### src/hw/evs_pkg.sv
// Constants shared by the excitation voltage supervision design files.
package evs_pkg;
    // Time base: one setting step is 5 ms at a 10 ns clock.
    localparam int CLK_PERIOD_NS = 10;
    localparam int STEP_NS       = 5_000_000;
    localparam int STEP_CYCLES   = (STEP_NS + CLK_PERIOD_NS - 1) / CLK_PERIOD_NS;

    // Widths of settings and of measured quantities.
    localparam int SET_W  = 12;
    localparam int MEAS_W = 16;
    localparam int ADDR_W = 8;

    // Settings registers, byte offset = index * 4.
    localparam int IDX_CTRL      = 0;
    localparam int IDX_VDLY      = 1;
    localparam int IDX_VRATIO    = 2;
    localparam int IDX_IRATIO    = 3;
    localparam int IDX_IFLD_LVL  = 4;
    localparam int IDX_OVC_THR   = 5;
    localparam int IDX_OVC_DLY   = 6;
    localparam int IDX_OPN_DLY   = 7;
    localparam int IDX_OPN_HI    = 8;
    localparam int IDX_OPN_LO    = 9;
    localparam int CFG_COUNT     = 10;

    // Read-only registers.
    localparam logic [7:0] OFF_STATUS  = 8'h28;
    localparam logic [7:0] OFF_MON_U1  = 8'h2c;
    localparam logic [7:0] OFF_MON_U2  = 8'h30;
    localparam logic [7:0] OFF_MON_SUP = 8'h34;

    // Control bits.
    localparam int CTRL_SUP_EN = 0;
    localparam int CTRL_OVC_EN = 1;
    localparam int CTRL_OPN_EN = 2;

    // Status bits.
    localparam int ST_PHASE   = 0;
    localparam int ST_BLOCK   = 1;
    localparam int ST_ROUTE1  = 2;
    localparam int ST_ROUTE2  = 3;
    localparam int ST_ROUTE3  = 4;
    localparam int ST_SUP_ACT = 5;
    localparam int ST_MTRIP   = 6;
    localparam int ST_STRIP   = 7;
    localparam int ST_FCR     = 8;
    localparam int ST_OVC     = 9;
    localparam int ST_OPEN    = 10;
    localparam int ST_W       = 11;

    // Reset values in setting steps (5 ms, 0.005 or 0.01 units).
    localparam logic [SET_W-1:0] CFG_RST [0:CFG_COUNT-1] = '{
        12'h001, 12'h028, 12'h03c, 12'h03c, 12'h0c8,
        12'h064, 12'h258, 12'h258, 12'h064, 12'h00a};

    // Fixed levels in 0.01 p.u.; ratios in 0.005 steps.
    localparam logic signed [MEAS_W:0]   DIFF_MARGIN = 17'sh00014;
    localparam logic signed [MEAS_W-1:0] LEVEL_LOW   = 16'sh000a;
    localparam logic [SET_W-1:0]         HALF_RATIO  = 12'h064;
    localparam logic signed [31:0]       RATIO_SCALE = 32'sh000000c8;

    localparam logic [1:0] RESP_OKAY   = 2'h0;
    localparam logic [1:0] RESP_SLVERR = 2'h2;
endpackage

### src/hw/evs_ratio_cmp.sv
// Compares a quotient of two signed quantities against a ratio setting.
`timescale 1ns/1ns
module evs_ratio_cmp
    import evs_pkg::*;
#(
    parameter int W = MEAS_W
) (
    input  wire logic signed [W-1:0]     num,
    input  wire logic signed [W-1:0]     den,
    input  wire logic        [SET_W-1:0] ratio,
    output logic                         gt,
    output logic                         lt
);
    logic signed [31:0] lhs;
    logic signed [31:0] rhs;

    // Cross-multiplied so no divider is needed; ratio is in 0.005 steps.
    assign lhs = 32'(num) * RATIO_SCALE;
    assign rhs = $signed(32'(ratio)) * 32'(den);
    assign gt  = lhs > rhs;
    assign lt  = lhs < rhs;
endmodule

### src/hw/evs_delay_timer.sv
// Delay timer that trips when its condition holds for the set step count.
`timescale 1ns/1ns
module evs_delay_timer
    import evs_pkg::*;
#(
    parameter int W = SET_W
) (
    input  wire logic         aclk,
    input  wire logic         aresetn,
    input  wire logic         tick,
    input  wire logic         cond,
    input  wire logic [W-1:0] delay,
    output logic              done
);
    logic [W-1:0] cnt_reg;
    logic         done_reg;

    // The count saturates at the delay, so a long hold never wraps.
    always_ff @(posedge aclk) begin
        if (!aresetn) begin
            cnt_reg <= '0;
        end else if (!cond) begin
            cnt_reg <= '0;
        end else if (tick && cnt_reg < delay) begin
            cnt_reg <= cnt_reg + 1'b1;
        end
    end

    // Trip output is registered and drops on the clock edge after the condition clears.
    always_ff @(posedge aclk) begin
        if (!aresetn) begin
            done_reg <= 1'b0;
        end else begin
            done_reg <= cond && cnt_reg >= delay;
        end
    end

    assign done = done_reg;
endmodule

### src/hw/evs_supervision.sv
// Voltage supervision, field overcurrent and open field detection.
//
// The placing of the registers and the AXI4-Lite register port are this design's own decisions.
`timescale 1ns/1ns
module evs_supervision
    import evs_pkg::*;
#(
    parameter int TICK_CYCLES = STEP_CYCLES
) (
    input  wire logic                     aclk,
    input  wire logic                     aresetn,
    input  wire logic [ADDR_W-1:0]        s_axi_awaddr,
    input  wire logic                     s_axi_awvalid,
    output logic                          s_axi_awready,
    input  wire logic [31:0]              s_axi_wdata,
    input  wire logic [3:0]               s_axi_wstrb,
    input  wire logic                     s_axi_wvalid,
    output logic                          s_axi_wready,
    output logic [1:0]                    s_axi_bresp,
    output logic                          s_axi_bvalid,
    input  wire logic                     s_axi_bready,
    input  wire logic [ADDR_W-1:0]        s_axi_araddr,
    input  wire logic                     s_axi_arvalid,
    output logic                          s_axi_arready,
    output logic [31:0]                   s_axi_rdata,
    output logic [1:0]                    s_axi_rresp,
    output logic                          s_axi_rvalid,
    input  wire logic                     s_axi_rready,
    input  wire logic signed [MEAS_W-1:0] positive_sequence_voltage,
    input  wire logic signed [MEAS_W-1:0] negative_sequence_voltage,
    input  wire logic signed [MEAS_W-1:0] supply_voltage,
    input  wire logic signed [MEAS_W-1:0] pos_seq_current,
    input  wire logic signed [MEAS_W-1:0] neg_seq_current,
    input  wire logic signed [MEAS_W-1:0] field_current,
    input  wire logic signed [MEAS_W-1:0] control_signal,
    input  wire logic                     grid_on,
    input  wire logic                     volt_synced,
    input  wire logic                     exc_start,
    input  wire logic                     ifl_active,
    output logic                          to_field_current_regulation_mode,
    output logic                          meas_volt_fail,
    output logic                          supply_volt_fail,
    output logic                          field_ovc_trip,
    output logic                          rectifier_trip,
    output logic                          excitation_stop
);
    localparam int TICK_W = $clog2(TICK_CYCLES + 1);

    logic [SET_W-1:0]        cfg_reg [0:CFG_COUNT-1];
    logic                    aw_held_reg;
    logic [ADDR_W-1:0]       aw_addr_reg;
    logic                    w_held_reg;
    logic [31:0]             w_data_reg;
    logic [3:0]              w_strb_reg;
    logic                    bvalid_reg;
    logic [1:0]              bresp_reg;
    logic                    rvalid_reg;
    logic [31:0]             rdata_reg;
    logic [1:0]              rresp_reg;
    logic                    wr_go;
    logic                    wr_ok;
    logic [3:0]              wr_idx;
    logic [3:0]              rd_idx;
    logic [31:0]             rd_data;
    logic                    rd_ok;
    logic [TICK_W-1:0]       tick_cnt_reg;
    logic                    tick_reg;
    logic signed [MEAS_W-1:0] mon_u1_reg;
    logic signed [MEAS_W-1:0] mon_u2_reg;
    logic signed [MEAS_W-1:0] mon_sup_reg;
    logic                    fcr_reg;
    logic [ST_W-1:0]         status;
    logic                    sup_en;
    logic                    ovc_en;
    logic                    opn_en;
    logic                    phase_loss;
    logic                    blocked;
    logic                    vratio_gt;
    logic                    iratio_lt;
    logic                    route1;
    logic                    route2;
    logic                    route3;
    logic                    fld_over_lvl;
    logic signed [MEAS_W:0]  v_diff;
    logic                    supply_low;
    logic                    meas_low;
    logic                    meas_trip;
    logic                    sup_trip;
    logic                    ovc_cond;
    logic                    open_cond;
    logic                    ovc_trip;
    logic                    open_trip;

    // Write channel: address and data are caught in either order.
    assign s_axi_awready = !aw_held_reg && !bvalid_reg;
    assign s_axi_wready  = !w_held_reg && !bvalid_reg;
    assign wr_go         = aw_held_reg && w_held_reg && !bvalid_reg;
    assign wr_idx        = aw_addr_reg[5:2];
    assign wr_ok         = aw_addr_reg[1:0] == 2'h0
                        && aw_addr_reg < OFF_STATUS;

    always_ff @(posedge aclk) begin
        if (!aresetn) begin
            aw_held_reg <= 1'b0;
            aw_addr_reg <= '0;
        end else if (s_axi_awvalid && s_axi_awready) begin
            aw_held_reg <= 1'b1;
            aw_addr_reg <= s_axi_awaddr;
        end else if (wr_go) begin
            aw_held_reg <= 1'b0;
        end
    end

    always_ff @(posedge aclk) begin
        if (!aresetn) begin
            w_held_reg <= 1'b0;
            w_data_reg <= '0;
            w_strb_reg <= '0;
        end else if (s_axi_wvalid && s_axi_wready) begin
            w_held_reg <= 1'b1;
            w_data_reg <= s_axi_wdata;
            w_strb_reg <= s_axi_wstrb;
        end else if (wr_go) begin
            w_held_reg <= 1'b0;
        end
    end

    // Response is given one cycle after both halves are held.
    always_ff @(posedge aclk) begin
        if (!aresetn) begin
            bvalid_reg <= 1'b0;
            bresp_reg  <= RESP_OKAY;
        end else if (wr_go) begin
            bvalid_reg <= 1'b1;
            bresp_reg  <= wr_ok ? RESP_OKAY : RESP_SLVERR;
        end else if (s_axi_bready) begin
            bvalid_reg <= 1'b0;
        end
    end

    assign s_axi_bvalid = bvalid_reg;
    assign s_axi_bresp  = bresp_reg;

    // Settings store; lanes above bit 11 are ignored.
    always_ff @(posedge aclk) begin
        if (!aresetn) begin
            for (int i = 0; i < CFG_COUNT; i++) begin
                cfg_reg[i] <= CFG_RST[i];
            end
        end else if (wr_go && wr_ok) begin
            if (w_strb_reg[0]) begin
                cfg_reg[wr_idx][7:0] <= w_data_reg[7:0];
            end
            if (w_strb_reg[1]) begin
                cfg_reg[wr_idx][11:8] <= w_data_reg[11:8];
            end
        end
    end

    // Read decode; misaligned or unmapped reads answer SLVERR and zero.
    assign rd_idx = s_axi_araddr[5:2];

    always_comb begin
        rd_data = 32'h0;
        rd_ok   = 1'b1;
        if (s_axi_araddr[1:0] != 2'h0) begin
            rd_ok = 1'b0;
        end else if (s_axi_araddr < OFF_STATUS) begin
            rd_data = {20'h0, cfg_reg[rd_idx]};
        end else if (s_axi_araddr == OFF_STATUS) begin
            rd_data = {21'h0, status};
        end else if (s_axi_araddr == OFF_MON_U1) begin
            rd_data = 32'(mon_u1_reg);
        end else if (s_axi_araddr == OFF_MON_U2) begin
            rd_data = 32'(mon_u2_reg);
        end else if (s_axi_araddr == OFF_MON_SUP) begin
            rd_data = 32'(mon_sup_reg);
        end else begin
            rd_ok = 1'b0;
        end
    end

    assign s_axi_arready = !rvalid_reg;

    always_ff @(posedge aclk) begin
        if (!aresetn) begin
            rvalid_reg <= 1'b0;
            rdata_reg  <= '0;
            rresp_reg  <= RESP_OKAY;
        end else if (s_axi_arvalid && s_axi_arready) begin
            rvalid_reg <= 1'b1;
            rdata_reg  <= rd_data;
            rresp_reg  <= rd_ok ? RESP_OKAY : RESP_SLVERR;
        end else if (s_axi_rready) begin
            rvalid_reg <= 1'b0;
        end
    end

    assign s_axi_rvalid = rvalid_reg;
    assign s_axi_rdata  = rdata_reg;
    assign s_axi_rresp  = rresp_reg;

    // Monitors are sampled every cycle so a read sees one coherent value.
    always_ff @(posedge aclk) begin
        if (!aresetn) begin
            mon_u1_reg  <= '0;
            mon_u2_reg  <= '0;
            mon_sup_reg <= '0;
        end else begin
            mon_u1_reg  <= positive_sequence_voltage;
            mon_u2_reg  <= negative_sequence_voltage;
            mon_sup_reg <= supply_voltage;
        end
    end

    // Step tick of 5 ms that paces every delay timer.
    always_ff @(posedge aclk) begin
        if (!aresetn) begin
            tick_cnt_reg <= '0;
            tick_reg     <= 1'b0;
        end else if (tick_cnt_reg == TICK_W'(TICK_CYCLES - 1)) begin
            tick_cnt_reg <= '0;
            tick_reg     <= 1'b1;
        end else begin
            tick_cnt_reg <= tick_cnt_reg + 1'b1;
            tick_reg     <= 1'b0;
        end
    end

    assign sup_en = cfg_reg[IDX_CTRL][CTRL_SUP_EN];
    assign ovc_en = cfg_reg[IDX_CTRL][CTRL_OVC_EN];
    assign opn_en = cfg_reg[IDX_CTRL][CTRL_OPN_EN];

    // Sequence ratio checks: fixed half ratios and the two settings.
    evs_ratio_cmp u_phase (
        .num   (negative_sequence_voltage),
        .den   (positive_sequence_voltage),
        .ratio (HALF_RATIO),
        .gt    (phase_loss),
        .lt    ()
    );
    evs_ratio_cmp u_block (
        .num   (neg_seq_current),
        .den   (pos_seq_current),
        .ratio (HALF_RATIO),
        .gt    (blocked),
        .lt    ()
    );
    evs_ratio_cmp u_vratio (
        .num   (negative_sequence_voltage),
        .den   (positive_sequence_voltage),
        .ratio (cfg_reg[IDX_VRATIO]),
        .gt    (vratio_gt),
        .lt    ()
    );
    evs_ratio_cmp u_iratio (
        .num   (neg_seq_current),
        .den   (pos_seq_current),
        .ratio (cfg_reg[IDX_IRATIO]),
        .gt    (),
        .lt    (iratio_lt)
    );

    // Field current is in 0.01 units, its level in 0.005 steps.
    assign fld_over_lvl = $signed({field_current, 1'b0})
                        > $signed({5'h0, cfg_reg[IDX_IFLD_LVL]});
    assign v_diff = {positive_sequence_voltage[MEAS_W-1],
                     positive_sequence_voltage}
                  - {supply_voltage[MEAS_W-1], supply_voltage};

    // Activation routes of the measuring voltage supervision.
    assign route1 = sup_en && volt_synced && vratio_gt
                 && positive_sequence_voltage > LEVEL_LOW
                 && (iratio_lt || pos_seq_current < LEVEL_LOW);
    assign route2 = sup_en && exc_start && fld_over_lvl
                 && positive_sequence_voltage < LEVEL_LOW;
    assign route3 = sup_en && grid_on && v_diff < -DIFF_MARGIN;

    // A grid fault shows as current unbalance, so it vetoes both checks.
    assign meas_low = sup_en && !blocked
                   && (phase_loss || route1 || route2 || route3);
    assign supply_low = sup_en && grid_on && !blocked
                     && v_diff > DIFF_MARGIN;

    evs_delay_timer u_meas_tmr (
        .aclk    (aclk),
        .aresetn (aresetn),
        .tick    (tick_reg),
        .cond    (meas_low),
        .delay   (cfg_reg[IDX_VDLY]),
        .done    (meas_trip)
    );
    evs_delay_timer u_sup_tmr (
        .aclk    (aclk),
        .aresetn (aresetn),
        .tick    (tick_reg),
        .cond    (supply_low),
        .delay   (cfg_reg[IDX_VDLY]),
        .done    (sup_trip)
    );

    // Overcurrent relies on the instant limiter pinning the control low.
    assign ovc_cond = ovc_en && ifl_active
        && control_signal < $signed({4'h0, cfg_reg[IDX_OVC_THR]});
    assign open_cond = opn_en
        && control_signal > $signed({4'h0, cfg_reg[IDX_OPN_HI]})
        && field_current < $signed({4'h0, cfg_reg[IDX_OPN_LO]});

    evs_delay_timer u_ovc_tmr (
        .aclk    (aclk),
        .aresetn (aresetn),
        .tick    (tick_reg),
        .cond    (ovc_cond),
        .delay   (cfg_reg[IDX_OVC_DLY]),
        .done    (ovc_trip)
    );
    evs_delay_timer u_open_tmr (
        .aclk    (aclk),
        .aresetn (aresetn),
        .tick    (tick_reg),
        .cond    (open_cond),
        .delay   (cfg_reg[IDX_OPN_DLY]),
        .done    (open_trip)
    );

    // Transfer request follows either voltage trip one cycle later.
    always_ff @(posedge aclk) begin
        if (!aresetn) begin
            fcr_reg <= 1'b0;
        end else begin
            fcr_reg <= meas_trip || sup_trip;
        end
    end

    assign to_field_current_regulation_mode = fcr_reg;
    assign meas_volt_fail   = meas_trip;
    assign supply_volt_fail = sup_trip;
    assign field_ovc_trip   = ovc_trip;
    assign rectifier_trip   = open_trip;
    assign excitation_stop  = open_trip;

    // Live state for software.
    assign status[ST_PHASE]   = phase_loss;
    assign status[ST_BLOCK]   = blocked;
    assign status[ST_ROUTE1]  = route1;
    assign status[ST_ROUTE2]  = route2;
    assign status[ST_ROUTE3]  = route3;
    assign status[ST_SUP_ACT] = supply_low;
    assign status[ST_MTRIP]   = meas_trip;
    assign status[ST_STRIP]   = sup_trip;
    assign status[ST_FCR]     = fcr_reg;
    assign status[ST_OVC]     = ovc_trip;
    assign status[ST_OPEN]    = open_trip;
endmodule

### config.mk
export PLATFORM = sky130hd
export DESIGN_NAME = evs_supervision
export DESIGN_NICKNAME = d
export VERILOG_FILES = /design/src/hw/evs_pkg.sv /design/src/hw/evs_ratio_cmp.sv /design/src/hw/evs_delay_timer.sv /design/src/hw/evs_supervision.sv
export SDC_FILE = /design/constraint.sdc
export NUM_CORES = 2
export LEC_CHECK = 0
export ABC_CLOCK_PERIOD_IN_PS = 9700
export BUFFER_PORTS_ARGS = -buffer_cell sky130_fd_sc_hd__buf_2
export CAP_MARGIN = 15
export CORE_MARGIN = 1
export CORE_UTILIZATION = 35
export CTS_BUF_LIST = sky130_fd_sc_hd__clkbuf_2 sky130_fd_sc_hd__clkbuf_4 sky130_fd_sc_hd__clkbuf_8
export DETAILED_ROUTE_END_ITERATION = 7
export MAX_ROUTING_LAYER = met4
export PLACE_DENSITY_LB_ADDON = 0.05
export REMOVE_ABC_BUFFERS = 1
export SLEW_MARGIN = 0
export SYNTH_ARGS = -nofsm -noshare
export SYNTH_HDL_FRONTEND = slang
export SYNTH_SLANG_ARGS = --single-unit
### constraint.sdc
create_clock -name aclk -period 9.7 [get_ports aclk]
set_input_delay 1.94 -clock aclk [delete_from_list [all_inputs] [get_ports aclk]]
set_output_delay 1.94 -clock aclk [all_outputs]
set_load 0.01 [all_outputs]
==> results.yml <==
run_status:
  status: "finished, final reports clean"
min_path:
  hold_path_class: "register to register"
  whs_endpoint: "tick_cnt_reg[0]"
  min_from: "tick_cnt_reg[0]"
  hold_path_depth: 1
finish:
  area.growth.synth_to_final_pct: 12.0
  fin_nets: 5864
  drive_gt1_frac: 0.106
  fillers: 11600
  largest_reg_flops: 138
  fin_area_sq_um: 44200
cts:
  cts_root_buf: "clkbuf_8"
  cts_resized: 0
  clock_path_buffers: 3
  clk_latency_ns: 0.66
  cts_tree: "done"
  htree_levels: 2
  cts_hold_buf: 0
  postCtsSetupBuffers: 0
  clk_pin_slew_ns: 0.06
  clkSinkCount: 303
  cts_inserted_buffers: 57
detailed_routing:
  drt_iter0_markers: 1409
  vias: 29800
  wl_met1_mm: 54.8
  dr.pass1.iters: 5
  vias_per_cell: 4.76
  postRouteAntennaNets: 0
  wl_met3_mm: 4.91
  remaining_drc_errors: 0
  met2_length_mm: 55.4
  wl_per_cell_microns: 18.7
  topRoutingLayerUsed: "met4"
  wl_mm: 117
global_route:
  grt_pass1_wl_mm: 181
  overflow: 0
  grt_max_degree: 76
  antenna_found_initial: 14
  grt_usage: 0.215
  grt_pass1_vias: 30800
die:
  die-area_sq_um: 114000
  num_rows: 122
  die_h_microns: 338
  pin_count: 222
  core_sq_um: 111000
  initial_core_util: 0.355
  die_x_microns: 338
critical_path:
  reg2regPathDepth: 34
  crit_slowest_cell: "fa_1"
  cpLargestDelayFamily: "adder cells"
  crit_required_ns: 10.21
  cp-start-kind: "primary input"
  crit_top_cell: "buf_4"
  critPathArrivalTime_ns: 9.77
  cp_num_buf_inv: 9
  path_max_fanout: 13
  r2r-start: "cfg_reg[3][6]"
  cp_slowest_stage_delay_ns: 0.53
  critical_path_class: "primary input to register"
  endpoint_kind: "register"
  r2r_slack_ns: 0.95
  r2r-end: "u_meas_tmr.cnt_reg[4]"
timing:
  period_minus_slack_ns: 9.26
  fin_crit_sh: 0.955
  maxSlewHeadroom: 0.265
  rsz0062_at_grt: "false"
  tightest_slew_ns: 1.10
  worst_slack_ns: 0.440
  finalSetupViolCount: 0
  finalMaxSlewViolations: 0
  timing.fmax_ghz: 0.108
  hold_viol: 0
  skew_ns: 0.0174
synth:
  synth_edf_count: 138
  ys_ff_latch: 303
  yosysUniqueCellTypes: 86
  avgSynthCellArea_sq_um: 8.91
  synth_flop_cell: "dfxtp_1"
  seq_area_frac_synth: 0.189
  synth_area_sq_um: 39500
  async_flop_share: 0
  yosysWarnings: 0
  syn_inst: 4428
flow_run:
  drv_cap: 0
placed_design:
  gp_congestion: 0.836
  place_ws_ns: -0.265
  io_buffers: 197
  placed_area_sq_um: 43000
  dp_hpwl_mm: 99.2
power:
  power_leakage_nw: 22.1
  finalPower_mw: 11.7
  peakVddDrop_mv: 0.237
  power.density_nw_per_um2: 266
-- worst max-delay path by stage --
stage	startpoint	endpoint	depth (start not counted)
2_1_floorplan	positive_sequence_voltage[6]	u_meas_tmr.cnt_reg[11]	32
3_3_place_gp	positive_sequence_voltage[7]	u_meas_tmr.cnt_reg[9]	35
3_5_place_dp	positive_sequence_voltage[7]	u_meas_tmr.cnt_reg[8]	35
4_1_cts	positive_sequence_voltage[7]	u_meas_tmr.done	35
5_1_grt	positive_sequence_voltage[7]	u_meas_tmr.cnt_reg[4]	35
6_report	pos_seq_current[4]	u_meas_tmr.cnt_reg[4]	36
-- stage by stage --
step	utilization	TNS, ns	cells	hold WS, ns
2_1_floorplan	-	0	4312	0.430
3_3_place_gp	0.386	-3.25	6141	0.453
3_5_place_dp	0.386	-3.31	6141	0.457
4_1_cts	0.397	0	6246	0.468
5_1_grt	0.397	0	6250	0.482
6_report	0.397	0	6255	0.465
-- cells in the final DEF (no fill, tap or decap), types with 11 or more instances in the layout --
cell type and count:
clkbuf_4 25, o21a_1 26, nor4_1 15, nand2_1 416, o21ai_0 93, buf_2 195, a22oi_1 19, a211oi_1 13
conb_1 20, clkbuf_8 64, xor2_1 68, mux4_2 33, a21o_1 86, xnor2_1 121, nand3_1 77, and2_1 260
buf_4 140, a21oi_1 129, o22ai_1 12, or3_1 13, inv_1 943, mux2i_1 33, fa_1 413, edfxtp_1 138
a31oi_1 11, a21boi_0 33, dfxtp_1 165, nand4_1 52, nor2_1 269, and3_1 28, o21bai_1 18, nor3_1 44
nor2b_1 41, nand2b_1 27, ha_1 564
-- where the power goes --
group	internal, mW	switching (mW)	total, mW
logic	4.08	4.91	8.99
registers	1.37	0.0387	1.41
clock network	0.754	0.587	1.34
total	6.20	5.53	11.7
-- routing by layer --
layer  global-route usage  vias up
li1                     -    14800
met1                0.289    14400
met2                0.355      491
met3               0.0197      109
met4               0.0357        0
met5                    -        -
-- synth_stat cells, types with 7 or more instances --
| library cell | instances | area (sq um) |
|---|---|---|
| inv_1 | 943 | 3540 |
| ha_1 | 564 | 7060 |
| nand2_1 | 416 | 1560 |
| fa_1 | 413 | 8270 |
| nor2_1 | 269 | 1010 |
| and2_1 | 260 | 1630 |
| dfxtp_1 | 165 | 3300 |
| edfxtp_1 | 138 | 4140 |
| a21oi_1 | 129 | 646 |
| xnor2_1 | 121 | 1060 |
| clkbuf_1 | 102 | 383 |
| o21ai_0 | 93 | 465 |
| a21o_1 | 86 | 646 |
| nand3_1 | 77 | 385 |
| xor2_1 | 68 | 596 |
| nand4_1 | 52 | 325 |
| nor3_1 | 46 | 230 |
| nor2b_1 | 41 | 257 |
| a21boi_0 | 33 | 248 |
| mux2i_1 | 33 | 330 |
| mux4_2 | 33 | 743 |
| and3_1 | 28 | 175 |
| nand2b_1 | 27 | 169 |
| o21a_1 | 26 | 195 |
| a22oi_1 | 19 | 143 |
| buf_4 | 19 | 143 |
| o21bai_1 | 18 | 135 |
| nor4_1 | 15 | 93.8 |
| a211oi_1 | 14 | 105 |
| or3_1 | 13 | 81.3 |
| o22ai_1 | 12 | 75.1 |
| a31oi_1 | 11 | 68.8 |
| buf_2 | 9 | 45.0 |
| and4_1 | 7 | 61.3 |
| o211ai_1 | 7 | 52.6 |
| o31ai_1 | 7 | 52.6 |
-- final cells by class --
cell class / instances / area, sq um / share of cell area
flip-flops and latches: 303 / 7450 / 0.169
well taps: 1488 / 1860 / 0.0421
diodes: 9 / 22.5 / 0.000510
multi-input cells: 3066 / 28000 / 0.633
inverters: 943 / 3540 / 0.0801
clock inverters: 16 / 143 / 0.00323
clock buffers: 89 / 1070 / 0.0242
repair buffers: 341 / 2150 / 0.0486
-- logic make-up after synthesis --
group           share of synthesized area
compound gates                     0.0920
simple gates                        0.156
flops                               0.189
mux                                0.0278
fa+ha+maj                           0.388
xor+xnor                           0.0419
buf+inv                             0.105
other cells                     0.0000950
Note: power is estimated with default switching activity, not from simulation.
